## config.mk

```make
export PLATFORM = sky130hd
export DESIGN_NAME = nhs_top
export DESIGN_NICKNAME = d
export VERILOG_FILES = /design/src/hw/nhs_pkg.sv /design/src/hw/nhs_top.sv
export VERILOG_INCLUDE_DIRS = /design/src /design/src/hw
export SDC_FILE = /design/constraint.sdc
export NUM_CORES = 1
export LEC_CHECK = 0
export BUFFER_PORTS_ARGS = -buffer_cell sky130_fd_sc_hd__buf_2
export CAP_MARGIN = 20
export CORE_ASPECT_RATIO = 1.2
export CORE_MARGIN = 2
export CORE_UTILIZATION = 34
export CTS_CLUSTER_SIZE = 10
export DETAILED_ROUTE_END_ITERATION = 16
export MAX_ROUTING_LAYER = met4
export PLACE_DENSITY = 0.58
export SETUP_SLACK_MARGIN = 0.2
export SYNTH_ARGS = -nofsm -noshare
export SYNTH_HDL_FRONTEND = slang
export SYNTH_HIERARCHICAL = 1
export SYNTH_SLANG_ARGS = --single-unit
```

## constraint.sdc

```tcl
create_clock -name aclk -period 8 [get_ports aclk]
set_input_delay 1.2 -clock aclk [delete_from_list [all_inputs] [get_ports aclk]]
set_output_delay 1.2 -clock aclk [all_outputs]
set_load 0.005 [all_outputs]
```

## src/hw/nhs_cfg.svh

```systemverilog
// Register offsets, field positions and shared constants for the hop block.
// Assumes it is included by bare name from files under hw/.
`ifndef NHS_CFG_SVH
`define NHS_CFG_SVH
// Printed offsets are word indices; byte address is four times the index.
`define NHS_IDX_SLEEP      8'h80
`define NHS_IDX_SOFT_SYNC  8'h81
`define NHS_IDX_PIN_SYNC   8'h82
`define NHS_IDX_HOLDOFF    8'h84
`define NHS_IDX_FREQ_LO    8'h85
`define NHS_IDX_FREQ_HI    8'h86
`define NHS_IDX_PHASE      8'h87
`define NHS_IDX_CTRL       8'h88
`define NHS_IDX_STATUS     8'h89
`define NHS_ADDR_W         12
`define NHS_CTRL_SYNC_HI   8
`define NHS_CTRL_SYNC_LO   7
`define NHS_CTRL_PORT_B    6
`define NHS_CTRL_MODE_HI   5
`define NHS_CTRL_MODE_LO   4
`define NHS_CTRL_CLR_HOP   3
`define NHS_CTRL_AMP_DITH  2
`define NHS_CTRL_PH_DITH   1
`define NHS_CTRL_BYPASS    0
`define NHS_SOFT_HOP       1
`define NHS_SOFT_START     0
`define NHS_PIN_HOP_EN     1
`define NHS_PIN_START_EN   0
`define NHS_HOLD_ONE       16'h0001
`define NHS_HOLD_ZERO      16'h0000
`define NHS_RESP_OKAY      2'h0
`define NHS_RESP_SLVERR    2'h2
`define NHS_FIFO_DEPTH     8
`endif

```

## src/hw/nhs_pkg.sv

```systemverilog
// Types shared by the hop and input-select block.
// Assumes the configuration header is compiled alongside.
package nhs_pkg;
  typedef enum logic [1:0] {
    NHS_MODE_MASK_LOW,
    NHS_MODE_ON_HIGH,
    NHS_MODE_RISE,
    NHS_MODE_FALL
  } nhs_mode_e;
  typedef logic [15:0] nhs_half_t;
endpackage : nhs_pkg

```

## src/hw/nhs_top.sv

```systemverilog
// Oscillator hop control, input select and sample qualification with FIFO.
// Assumes pins arrive asynchronous to aclk and an AXI4-Lite master.
//
// Added by the designer: the AXI4-Lite interface to the registers.
`include "nhs_cfg.svh"
`timescale 1ns/100ps
`default_nettype none

module nhs_fifo #(
  parameter int WIDTH = 34,
  parameter int DEPTH = 8
) (
  input  wire logic             aclk,
  input  wire logic             aresetn,
  input  wire logic [WIDTH-1:0] in_data,
  input  wire logic             in_valid,
  output logic                  in_ready,
  output logic      [WIDTH-1:0] out_data,
  output logic                  out_valid,
  input  wire logic             out_ready
);
  localparam int AW = $clog2(DEPTH);
  logic [WIDTH-1:0] mem [DEPTH];
  logic [AW-1:0]    wr_r;
  logic [AW-1:0]    rd_r;
  logic [AW:0]      cnt_r;
  logic             push;
  logic             pop;

  assign in_ready  = (cnt_r != DEPTH[AW:0]);
  assign out_valid = (cnt_r != '0);
  assign push      = in_valid & in_ready;
  assign pop       = out_valid & out_ready;
  assign out_data  = mem[rd_r];

  always_ff @(posedge aclk) begin
    if (push) begin
      mem[wr_r] <= in_data;
    end
  end

  always_ff @(posedge aclk) begin
    if (!aresetn) begin
      wr_r  <= '0;
      rd_r  <= '0;
      cnt_r <= '0;
    end else begin
      if (push) begin
        wr_r <= (wr_r == AW'(DEPTH - 1)) ? '0 : wr_r + 1'b1;
      end
      if (pop) begin
        rd_r <= (rd_r == AW'(DEPTH - 1)) ? '0 : rd_r + 1'b1;
      end
      cnt_r <= cnt_r + {{AW{1'b0}}, push} - {{AW{1'b0}}, pop};
    end
  end
endmodule : nhs_fifo

module nhs_top #(
  parameter int FIFO_DEPTH = `NHS_FIFO_DEPTH
) (
  input  wire logic                  aclk,
  input  wire logic                  aresetn,
  input  wire logic [`NHS_ADDR_W-1:0] s_axi_awaddr,
  input  wire logic                  s_axi_awvalid,
  output logic                       s_axi_awready,
  input  wire logic [31:0]           s_axi_wdata,
  input  wire logic [3:0]            s_axi_wstrb,
  input  wire logic                  s_axi_wvalid,
  output logic                       s_axi_wready,
  output logic      [1:0]            s_axi_bresp,
  output logic                       s_axi_bvalid,
  input  wire logic                  s_axi_bready,
  input  wire logic [`NHS_ADDR_W-1:0] s_axi_araddr,
  input  wire logic                  s_axi_arvalid,
  output logic                       s_axi_arready,
  output logic      [31:0]           s_axi_rdata,
  output logic      [1:0]            s_axi_rresp,
  output logic                       s_axi_rvalid,
  input  wire logic                  s_axi_rready,
  input  wire logic [3:0]            sync_pin,
  input  wire logic [13:0]           input_mantissa_bus_a,
  input  wire logic [2:0]            input_exponent_bus_a,
  input  wire logic                  sample_qualifier_pin_a,
  input  wire logic [13:0]           input_mantissa_bus_b,
  input  wire logic [2:0]            input_exponent_bus_b,
  input  wire logic                  sample_qualifier_pin_b,
  output logic      [16:0]           i_path_data,
  output logic      [16:0]           q_path_data,
  output logic                       sample_valid,
  input  wire logic                  sample_ready,
  output logic      [31:0]           phase_acc,
  output logic      [15:0]           phase_offset,
  output logic                       amp_dither_en,
  output logic                       phase_dither_en
);
  // ****************************************************************
  // Pin synchronisers.
  // ****************************************************************
  localparam int PW = 4 + 2 * 18;
  logic [PW-1:0] pin_s1_r;
  logic [PW-1:0] pin_s2_r;
  always_ff @(posedge aclk) begin
    if (!aresetn) begin
      pin_s1_r <= '0;
      pin_s2_r <= '0;
    end else begin
      pin_s1_r <= {sync_pin, sample_qualifier_pin_a, input_exponent_bus_a,
                   input_mantissa_bus_a, sample_qualifier_pin_b,
                   input_exponent_bus_b, input_mantissa_bus_b};
      pin_s2_r <= pin_s1_r;
    end
  end
  logic [3:0]  sync_s;
  logic [16:0] word_a;
  logic [16:0] word_b;
  logic        en_a;
  logic        en_b;
  assign {sync_s, en_a, word_a, en_b, word_b} = pin_s2_r;

  // ****************************************************************
  // Register bus.
  // ****************************************************************
  logic [15:0] holdoff_r;
  logic [15:0] freq_lo_r;
  logic [15:0] freq_hi_r;
  logic [15:0] phase_r;
  logic [8:0]  ctrl_r;
  logic        sleep_r;
  logic [2:0]  pin_sync_r;
  logic [31:0] freq_work_r;
  logic [15:0] count_r;
  logic        counting_r;
  logic        aw_hold_r;
  logic        w_hold_r;
  logic [`NHS_ADDR_W-1:0] awaddr_r;
  logic [31:0] wdata_r;
  logic        wr_go;
  logic [7:0]  wr_idx;
  logic [7:0]  rd_idx;
  logic        wr_ok;
  logic        soft_hop;

  assign s_axi_awready = !aw_hold_r && !s_axi_bvalid;
  assign s_axi_wready  = !w_hold_r && !s_axi_bvalid;
  assign wr_go         = aw_hold_r && w_hold_r && !s_axi_bvalid;
  assign wr_idx        = awaddr_r[9:2];
  assign rd_idx        = s_axi_araddr[9:2];
  assign wr_ok         = (awaddr_r[`NHS_ADDR_W-1:10] == '0)
                         && (wr_idx >= `NHS_IDX_SLEEP)
                         && (wr_idx <= `NHS_IDX_STATUS);
  assign s_axi_arready = !s_axi_rvalid;

  always_ff @(posedge aclk) begin
    if (!aresetn) begin
      aw_hold_r    <= 1'b0;
      w_hold_r     <= 1'b0;
      awaddr_r     <= '0;
      wdata_r      <= '0;
      s_axi_bvalid <= 1'b0;
      s_axi_bresp  <= `NHS_RESP_OKAY;
    end else begin
      if (s_axi_awvalid && s_axi_awready) begin
        aw_hold_r <= 1'b1;
        awaddr_r  <= s_axi_awaddr;
      end
      if (s_axi_wvalid && s_axi_wready) begin
        w_hold_r <= 1'b1;
        wdata_r  <= s_axi_wdata;
      end
      if (wr_go) begin
        aw_hold_r    <= 1'b0;
        w_hold_r     <= 1'b0;
        s_axi_bvalid <= 1'b1;
        s_axi_bresp  <= wr_ok ? `NHS_RESP_OKAY : `NHS_RESP_SLVERR;
      end else if (s_axi_bready) begin
        s_axi_bvalid <= 1'b0;
      end
    end
  end

  // Byte strobes are ignored; the 16-bit registers take the whole low half, the others only their low bits.
  always_ff @(posedge aclk) begin
    if (!aresetn) begin
      holdoff_r  <= '0;
      freq_lo_r  <= '0;
      freq_hi_r  <= '0;
      phase_r    <= '0;
      ctrl_r     <= '0;
      sleep_r    <= 1'b1;
      pin_sync_r <= '0;
    end else if (wr_go) begin
      case (wr_idx)
        `NHS_IDX_SLEEP:     sleep_r    <= wdata_r[0];
        `NHS_IDX_PIN_SYNC:  pin_sync_r <= wdata_r[2:0];
        `NHS_IDX_HOLDOFF:   holdoff_r  <= wdata_r[15:0];
        `NHS_IDX_FREQ_LO:   freq_lo_r  <= wdata_r[15:0];
        `NHS_IDX_FREQ_HI:   freq_hi_r  <= wdata_r[15:0];
        `NHS_IDX_PHASE:     phase_r    <= wdata_r[15:0];
        `NHS_IDX_CTRL:      ctrl_r     <= wdata_r[8:0];
        default: ;
      endcase
    end
  end
  assign soft_hop = wr_go && (wr_idx == `NHS_IDX_SOFT_SYNC)
                    && wdata_r[`NHS_SOFT_HOP];

  always_ff @(posedge aclk) begin
    if (!aresetn) begin
      s_axi_rvalid <= 1'b0;
      s_axi_rdata  <= '0;
      s_axi_rresp  <= `NHS_RESP_OKAY;
    end else if (s_axi_arvalid && s_axi_arready) begin
      s_axi_rvalid <= 1'b1;
      s_axi_rresp  <= `NHS_RESP_OKAY;
      s_axi_rdata  <= '0;
      if (s_axi_araddr[`NHS_ADDR_W-1:10] != '0) begin
        s_axi_rresp <= `NHS_RESP_SLVERR;
      end else begin
        case (rd_idx)
          `NHS_IDX_SLEEP:     s_axi_rdata <= {31'h0, sleep_r};
          `NHS_IDX_SOFT_SYNC: s_axi_rdata <= '0;
          `NHS_IDX_PIN_SYNC:  s_axi_rdata <= {29'h0, pin_sync_r};
          `NHS_IDX_HOLDOFF:   s_axi_rdata <= {16'h0, holdoff_r};
          `NHS_IDX_FREQ_LO:   s_axi_rdata <= {16'h0, freq_lo_r};
          `NHS_IDX_FREQ_HI:   s_axi_rdata <= {16'h0, freq_hi_r};
          `NHS_IDX_PHASE:     s_axi_rdata <= {16'h0, phase_r};
          `NHS_IDX_CTRL:      s_axi_rdata <= {23'h0, ctrl_r};
          `NHS_IDX_STATUS:    s_axi_rdata <= {15'h0, counting_r, count_r};
          default:            s_axi_rresp <= `NHS_RESP_SLVERR;
        endcase
      end
    end else if (s_axi_rready) begin
      s_axi_rvalid <= 1'b0;
    end
  end

  // ****************************************************************
  // Input select and sample qualification.
  // ****************************************************************
  nhs_pkg::nhs_mode_e mode;
  logic        sel_en;
  logic        en_d_r;
  logic        take;
  logic [16:0] sel_word;
  logic [16:0] i_word;
  logic [16:0] q_word;
  logic        fifo_ready;

  assign mode = nhs_pkg::nhs_mode_e'(
                  ctrl_r[`NHS_CTRL_MODE_HI:`NHS_CTRL_MODE_LO]);
  assign sel_en   = ctrl_r[`NHS_CTRL_PORT_B] ? en_b : en_a;
  assign sel_word = ctrl_r[`NHS_CTRL_PORT_B] ? word_b : word_a;

  always_ff @(posedge aclk) begin
    if (!aresetn) begin
      en_d_r <= 1'b0;
    end else begin
      en_d_r <= sel_en;
    end
  end

  // A sample that finds the FIFO full is dropped; the stream cannot stall
  // the converters, so back-pressure only shows as lost samples.
  always_comb begin
    case (mode)
      nhs_pkg::NHS_MODE_MASK_LOW: take = 1'b1;
      nhs_pkg::NHS_MODE_ON_HIGH:  take = sel_en;
      nhs_pkg::NHS_MODE_RISE:     take = sel_en && !en_d_r;
      nhs_pkg::NHS_MODE_FALL:     take = !sel_en && en_d_r;
      default:                    take = 1'b0;
    endcase
  end

  always_comb begin
    i_word = sel_word;
    q_word = '0;
    if (mode == nhs_pkg::NHS_MODE_MASK_LOW && !sel_en) begin
      i_word = '0;
    end
    if (ctrl_r[`NHS_CTRL_BYPASS]) begin
      i_word = word_a;
      q_word = word_b;
    end
  end

  logic sample_go;
  assign sample_go = take && !sleep_r;

  nhs_fifo #(
    .WIDTH (34),
    .DEPTH (FIFO_DEPTH)
  ) u_fifo (
    .aclk      (aclk),
    .aresetn   (aresetn),
    .in_data   ({i_word, q_word}),
    .in_valid  (sample_go),
    .in_ready  (fifo_ready),
    .out_data  ({i_path_data, q_path_data}),
    .out_valid (sample_valid),
    .out_ready (sample_ready)
  );

  // ****************************************************************
  // Hop scheduling and phase accumulator.
  // ****************************************************************
  logic [1:0] sync_sel;
  logic       sync_now;
  logic       sync_d_r;
  logic       pin_hop;
  logic       hop_evt;
  logic       hop_fire;
  logic       shadow_wr;
  logic       wake;
  logic       sleep_d_r;

  assign sync_sel = ctrl_r[`NHS_CTRL_SYNC_HI:`NHS_CTRL_SYNC_LO];
  assign sync_now = sync_s[sync_sel];
  assign pin_hop  = sync_now && !sync_d_r
                    && pin_sync_r[`NHS_PIN_HOP_EN];
  assign hop_evt  = soft_hop || pin_hop;
  assign shadow_wr = wr_go && (holdoff_r == `NHS_HOLD_ONE)
                     && ((wr_idx == `NHS_IDX_FREQ_LO)
                     || (wr_idx == `NHS_IDX_FREQ_HI));
  assign wake = sleep_d_r && !sleep_r;
  // Hold-off 1 fires at the sync itself; larger values fire on the sample that steps the count from 2 to 1.
  assign hop_fire = (hop_evt && holdoff_r == `NHS_HOLD_ONE)
                    || (counting_r && !hop_evt && sample_go
                        && count_r == 16'h0002);

  always_ff @(posedge aclk) begin
    if (!aresetn) begin
      sync_d_r  <= 1'b0;
      sleep_d_r <= 1'b1;
    end else begin
      sync_d_r  <= sync_now;
      sleep_d_r <= sleep_r;
    end
  end

  always_ff @(posedge aclk) begin
    if (!aresetn) begin
      count_r    <= '0;
      counting_r <= 1'b0;
    end else if (hop_evt) begin
      count_r    <= holdoff_r;
      counting_r <= (holdoff_r > `NHS_HOLD_ONE);
    end else if (counting_r && sample_go) begin
      count_r <= count_r - 16'h0001;
      if (count_r == 16'h0002) begin
        counting_r <= 1'b0;
      end
    end
  end

  // Phase-continuous unless the clear bit is set.
  always_ff @(posedge aclk) begin
    if (!aresetn) begin
      freq_work_r <= '0;
      phase_acc   <= '0;
    end else begin
      if (hop_fire || wake) begin
        freq_work_r <= {freq_hi_r, freq_lo_r};
      end else if (shadow_wr) begin
        freq_work_r <= (wr_idx == `NHS_IDX_FREQ_LO)
                       ? {freq_hi_r, wdata_r[15:0]}
                       : {wdata_r[15:0], freq_lo_r};
      end
      if (hop_fire && ctrl_r[`NHS_CTRL_CLR_HOP]) begin
        phase_acc <= '0;
      end else if (sample_go) begin
        phase_acc <= phase_acc + freq_work_r;
      end
    end
  end

  always_ff @(posedge aclk) begin
    if (!aresetn) begin
      phase_offset    <= '0;
      amp_dither_en   <= 1'b0;
      phase_dither_en <= 1'b0;
    end else begin
      phase_offset    <= phase_r;
      amp_dither_en   <= ctrl_r[`NHS_CTRL_AMP_DITH];
      phase_dither_en <= ctrl_r[`NHS_CTRL_PH_DITH];
    end
  end
endmodule : nhs_top
`default_nettype wire

```

==> metrics.cfg, run 1 <==
[status]
outcome=finished clean

[min_path]
hp-class=reg2reg
min_path_cells=1
min_from=pin_s1_r[21]$_SDFF_PN0_
min_to=pin_s2_r[21]$_SDFF_PN0_

[critical_path]
crit_type=reg2out
slowest_stage=buf_4
max_stage_delay_ps=800
cp-end-kind=primary output
critPathBufInv=2
r2r_cells=13
startpoint_type=flip-flop
crit_family=multiplexers
required_ps=6800
r2r_start=ctrl_r[6]$_SDFFE_PN0P_
cp.arrival_ps=3200
critPathMaxFanout=48
rr_endpoint=u_fifo/cnt_r[2]$_SDFF_PN0_
cp_cell_sequence=buf_4 -> mux4_1 -> mux2_4 -> buf_2
ff2ff_setup_slack_ps=4330

[global_routing]
grt_max_degree=129
grt_overflow_total=0
antenna_found_initial=6
grt_pass1_vias=16400
grt_pass1_wl_um=99800
grt_usage_pct=17.9

[clock_tree]
cts_root_buf=clkbuf_16
clk_latency_ps=620
cts_made_buffers=71
cts_sinks=593
post_cts_buffers=0
ctsHtreeMaxLevel=3
clkTransAtPathRegs_ps=50
cts_resized=0
hold_buffers=0
cts_tree=done
clockBufferDepth=3

[die]
io_pins=234
die-width_um=251
core_sq_um=72600
dieHeight_um=301
start_util_pct=34.4
fp-row-count=108
die_area_sq_um=75700

[sta]
skew_ps=32.1
setup-violations-final=0
slew_headroom_pct=30.0
slew_viol_final=0
hold_violations=0
rsz0062_at_grt=false
max_freq_mhz=227
fin_tns_setup_ps=0
worstMarginPinSlew_ps=1050
finalCriticalPeriod_ps=4400
holdWs_ps=424
min_period_over_period_pct=55.0

[placed_design]
place_congestion=0.851
hpwlAfterDp_um=43100
io_buffers=192

[synth]
synth_area_leader_cell=edfxtp_1
synth_top_area_share_pct=32.7
netlist_instances=2059
synth_edf_count=272
synth_seq_cells=593
yosysSeqAreaShare_pct=58.4
synthFlopType=dfxtp_1
syn-cell-area_sq_um=25000
synth.area.top_cells=edfxtp_1, dfxtp_1, mux4_2, nand2_1, and2_1
avgSynthCellArea_sq_um=12.1
yosys_warnings=6
synthArstFlopShare_pct=0
synth_cell_type_count=90

[power]
p_leak_uw=0.0110
ir_worst_vdd_mv=0.152
p_per_area_nw_per_um2=238

[route]
wl_per_cell_um=20.7
via_per_inst=5.10
routed_wl_um=66700
initialDrtViolationCount=928
firstDrtPassIters=5
postRouteAntennaNets=0
drc=0
vias=16400

[layout]
fillers=6840
area_growth_syn_to_layout_pct=15.9
drive_above_1_share_pct=19.3
layout.nets=2379

[flow_run]
timing.max_cap.violations=0

layer usage:
metal | share of wire (%) | routed length (um) | track usage, % | vias to the layer above
met5 | 0 | 0 | - | -
met4 | 2.9 | 1920 | 6.53 | 0
met3 | 4.8 | 3190 | 2.92 | 103
met2 | 52 | 34400 | 31.2 | 449
met1 | 41 | 27200 | 20.8 | 8077
li1 | - | - | - | 7770
flip-flops by register name, summed over array words and instances (netlist names), 17 cells and up, named ones only:
register     flops
pin_s1_r        40
freq_work_r     32
s_axi_rdata     17
pin_s2_r        40
u_fifo/mem     272
phase_acc       32
synth_stat cells (10+ instances only):
master,n
nor2_1,125
o211a_1,17
mux4_2,58
a21boi_0,48
nand2_1,272
buf_2,19
mux2_2,15
ha_1,43
o21ai_0,34
nand3_1,12
mux4_1,12
o221a_1,33
a21boi_1,31
nand2b_1,10
a21oi_1,111
nor3_1,14
mux2_4,20
a22oi_1,22
inv_1,23
dfxtp_1,321
mux2i_1,53
xnor2_1,27
and2_1,124
buf_4,22
xor2_1,10
clkbuf_1,92
a21o_1,14
edfxtp_1,272
nor2b_1,53
per-stage QoR:
stage               cells  setup slack [ps]  area [sq um]  total power (uW)  util [%]
CTS                  3210              3480         28900              6980      39.8
finish               3215              3600         29000              6890      39.9
detailed placement   3086              4130         26800              3960      36.9
global route         3215              3370         29000              7150      39.9
global placement     3086              4130         26800              3950      36.9
floorplan            2075              2320         25000              3750         -
power by group:
part	total [uW]	internal (uW)	switching [uW]	leakage, uW
clock network	3010	1740	1270	0.00103
registers	3260	3200	66.5	0.00536
logic	618	327	291	0.00461
total	6890	5270	1620	0.0110
logic make-up (layout without fill, tap and decap cells):
logic type | after synthesis | count (layout) | synth area share [%]
xor gates and xnor gates | 37 | 37 | 1.30
buffers and inverters | 169 | 371 | 3.32
muxes | 159 | 159 | 10.5
adders and majority gates | 45 | 45 | 2.31
and+or+nand+nor | 672 | 672 | 13.2
AOI/OAI and AO/OA | 383 | 383 | 10.9
DFF | 593 | 593 | 58.4
other | 1 | 20 | 0.0150
layout by cell type, fill, tap and decap left out, types with 15 or more instances in the layout:
cell,netlist,layout
mux4_2,58,58
and2_1,124,124
nor2b_1,53,53
mux2_2,15,15
nor2_1,125,122
o221a_1,33,33
ha_1,43,43
clkbuf_16,0,71
a21boi_1,31,31
o211a_1,17,17
a21boi_0,48,48
clkbuf_1,92,39
o21ai_0,34,34
buf_4,22,30
conb_1,1,17
inv_1,23,23
edfxtp_1,272,272
dfxtp_1,321,318
buf_2,19,191
mux2i_1,53,53
nand2_1,272,272
xnor2_1,27,27
a22oi_1,22,22
a21oi_1,111,111
mux2_4,20,20
worst max-delay path by stage:
stage / from / to / depth (start not counted)
global placement: flip-flop / i_path_data[12] / 4
detailed placement: flip-flop / q_path_data[14] / 4
CTS: flip-flop / q_path_data[14] / 4
global route: flip-flop / i_path_data[12] / 4
floorplan: ctrl_r[6]$_SDFFE_PN0P_ / u_fifo/mem[0][0]$_DFFE_PP_ / 9
finish: flip-flop / i_path_data[11] / 4
layout make-up:
class                      instances  area [sq um]  share of cell area, %
clock inverter                    10           181                  0.627
sequential                       593         14600                   50.4
inverter                          24          95.1                  0.328
multi-input combinational       1313          9700                   33.5
clock buffer                     114          1980                   6.83
tap                              935          1170                   4.04
timing repair buffer             223          1220                   4.21
antenna                            3          7.51                 0.0259
(Power assumes the default switching activity.)
==> run 2, diff against run 1 <==
==> constraint.sdc (replaced) <==
create_clock -name aclk -period 4.46 [get_ports aclk]
set_input_delay 0.669 -clock aclk [delete_from_list [all_inputs] [get_ports aclk]]
set_output_delay 0.669 -clock aclk [all_outputs]
set_load 0.005 [all_outputs]
==> run 2 against run 1 <==
  * Register-to-register slack worse by 3300 ps
  * Clock power up 79%
  * Sequential power up 80%
  * Highest routed layer unchanged
==> metrics.cfg, run 2 (synthesis gave the netlist of run 1 again) <==
[sta]
finalCriticalPeriod_ps=3390
hold_violations=0  ; unchanged
holdWs_ps=253  ; -171 ps
max_freq_mhz=295
min_period_over_period_pct=75.9
slew_headroom_pct=28.9  ; -1.1 points
skew_ps=35.8  ; +3.66 ps
worstMarginPinSlew_ps=1060  ; +12.5 ps
fin_tns_setup_ps=0  ; unchanged
rsz0062_at_grt=false
layout_setup_ws_ps=1070  ; -2520 ps
slew_viol_final=0  ; unchanged
setup-violations-final=0  ; unchanged

[layout]
final_common_cell=dfxtp_1
drive_above_1_share_pct=19.3  ; about the same
area_growth_syn_to_layout_pct=16.0  ; about the same
multi_input_area_sq_um=9720  ; +0.15%
layout.nets=2380  ; +0.042%
largest_registers=u_fifo/mem x272, pin_s1_r x40, pin_s2_r x40
largest_register=u_fifo/mem
fin_util_pct=39.9  ; about the same
regArea_sq_um=14600  ; unchanged
fillers=6921  ; +1.2%
layout_common_cells=dfxtp_1, nand2_1, edfxtp_1
largest_reg_flops=272  ; unchanged

[critical_path]
r2r_start=awaddr_r[6]$_SDFFE_PN0P_
cp_cell_sequence=nor4b_2 -> nand2b_1 -> nor2_2 -> nand4b_2 -> a21oi_4 -> buf_4 -> a21oi_1 -> o221a_1
slowest_stage=a21oi_4
crit_type=reg2reg
critPathMaxFanout=26  ; -46%
ff2ff_setup_slack_ps=1070  ; -3260 ps
required_ps=4980  ; -1820 ps
max_stage_delay_ps=690  ; -110 ps
r2r_cells=8  ; -5
startpoint_type=flip-flop
cp.arrival_ps=3900  ; +700 ps
cp-end-kind=flip-flop
crit_family=simple AND/OR/NAND/NOR gates
critPathBufInv=1  ; -1
rr_endpoint=freq_work_r[15]$_SDFFE_PN0P_

[route]
firstDrtPassIters=5  ; unchanged
routed_wl_um=66600  ; -0.20%
vias=16400  ; +0.21%
wl_per_cell_um=20.7  ; about the same
initialDrtViolationCount=987  ; +6.4%
via_per_inst=5.12  ; +0.37%
drc=0  ; unchanged
postRouteAntennaNets=0  ; unchanged

[min_path]
min_from=input_exponent_bus_a[0]
min_path_cells=2  ; +1
min_to=pin_s1_r[32]$_SDFF_PN0_
hp-class=in2reg

[clock_tree]
clockBufferDepth=3  ; unchanged
cts_made_buffers=71  ; unchanged
cts_root_buf=clkbuf_16
cts_tree=done
post_cts_buffers=0  ; unchanged
cts_resized=0  ; unchanged
clk_latency_ps=630  ; about the same
hold_buffers=0  ; unchanged
clkTransAtPathRegs_ps=60  ; about the same
ctsHtreeMaxLevel=3  ; unchanged
cts_sinks=593  ; unchanged

[global_routing]
grt_pass1_wl_um=99500  ; -0.21%
grt_pass1_vias=16500  ; +0.89%
busiest_layer=met2
met3_usage_pct=3.00  ; +0.078 points
grt_usage_pct=17.9  ; about the same
antenna_found_initial=3  ; -3
use_met1_pct=20.3  ; -0.45 points
grt_max_degree=159  ; +23%
grt_overflow_total=0  ; unchanged
use_met2_pct=30.9  ; -0.26 points

[die]
die-width_um=251  ; unchanged
core_sq_um=72600  ; unchanged
io_pins=234  ; unchanged
die_area_sq_um=75700  ; unchanged
fp-row-count=108  ; unchanged
start_util_pct=34.4  ; unchanged
dieHeight_um=301  ; unchanged

[flow_run]
timing.max_cap.violations=0  ; unchanged

[placed_design]
io_buffers=192  ; unchanged
hpwlAfterDp_um=44000  ; +2.0%
place_congestion=0.873  ; +2.6%
pre_cts_slack_ps=1110  ; -3020 ps

[power]
p_per_area_nw_per_um2=427  ; +79%
p_clk_share_pct=43.6  ; about the same
switchingPower_uw=2960  ; +82%
ir_worst_vdd_mv=0.237  ; +56%
p_leak_uw=0.0110  ; about the same
finalPower_uw=12400  ; +79%
combPwrFrac_pct=8.9  ; about the same
intPower_uw=9410  ; +79%
p_sw_share_pct=23.9  ; +0.39 points
seq_power_share_pct=47.5  ; about the same

[status]
outcome=finished clean

run 2: cell types whose count changed in the layout (fill, tap and decap cells not counted), sizes merged:
cell	delta
buf	+1
diode	-1
clkbuf	-6
clkinv	+1
run 2: power groups by stage:
stage               registers [uW]  logic [uW]  clock network [uW]
floorplan                     5880         842                   0
global placement              5990        1110                   0
detailed placement            5990        1130                   0
CTS                           5880        1140                5540
global route                  5880        1210                5750
finish                        5870        1100                5390
run 2: cell type report:
cell class,instances,share of cell area [%]
timing repair buffer,224,4.30
clock buffer,108,6.64
multi-input combinational,1313,33.5
inverter,24,0.328
antenna,2,0.0173
sequential,593,50.4
tap,935,4.04
clock inverter,11,0.777
run 2: worst max path at each step:
| stage | cells after the start | end | start |
|---|---|---|---|
| after floorplan | 9 | u_fifo/mem[2][0]$_DFFE_PP_ | ctrl_r[6]$_SDFFE_PN0P_ |
| after global placement | 12 | u_fifo/cnt_r[2]$_SDFF_PN0_ | ctrl_r[6]$_SDFFE_PN0P_ |
| after detailed placement | 8 | freq_work_r[15]$_SDFFE_PN0P_ | awaddr_r[6]$_SDFFE_PN0P_ |
| after CTS | 12 | u_fifo/cnt_r[2]$_SDFF_PN0_ | ctrl_r[6]$_SDFFE_PN0P_ |
| after global routing | 9 | freq_work_r[6]$_SDFFE_PN0P_ | awaddr_r[6]$_SDFFE_PN0P_ |
| final | 8 | freq_work_r[15]$_SDFFE_PN0P_ | awaddr_r[6]$_SDFFE_PN0P_ |
run 2: through the flow:
stage / area (sq um) / std cells
2_1_floorplan: 25100 / 2075
3_3_place_gp: 26800 / 3088
3_5_place_dp: 26800 / 3088
4_1_cts: 29000 / 3207
5_1_grt: 29000 / 3209
6_report: 29000 / 3210
run 2: per-layer routing:
layer	up-vias	share of wire (%)
met5	-	0
met4	0	4.2
met3	128	4.6
met2	408	51
met1	8136	41
li1	7762	-
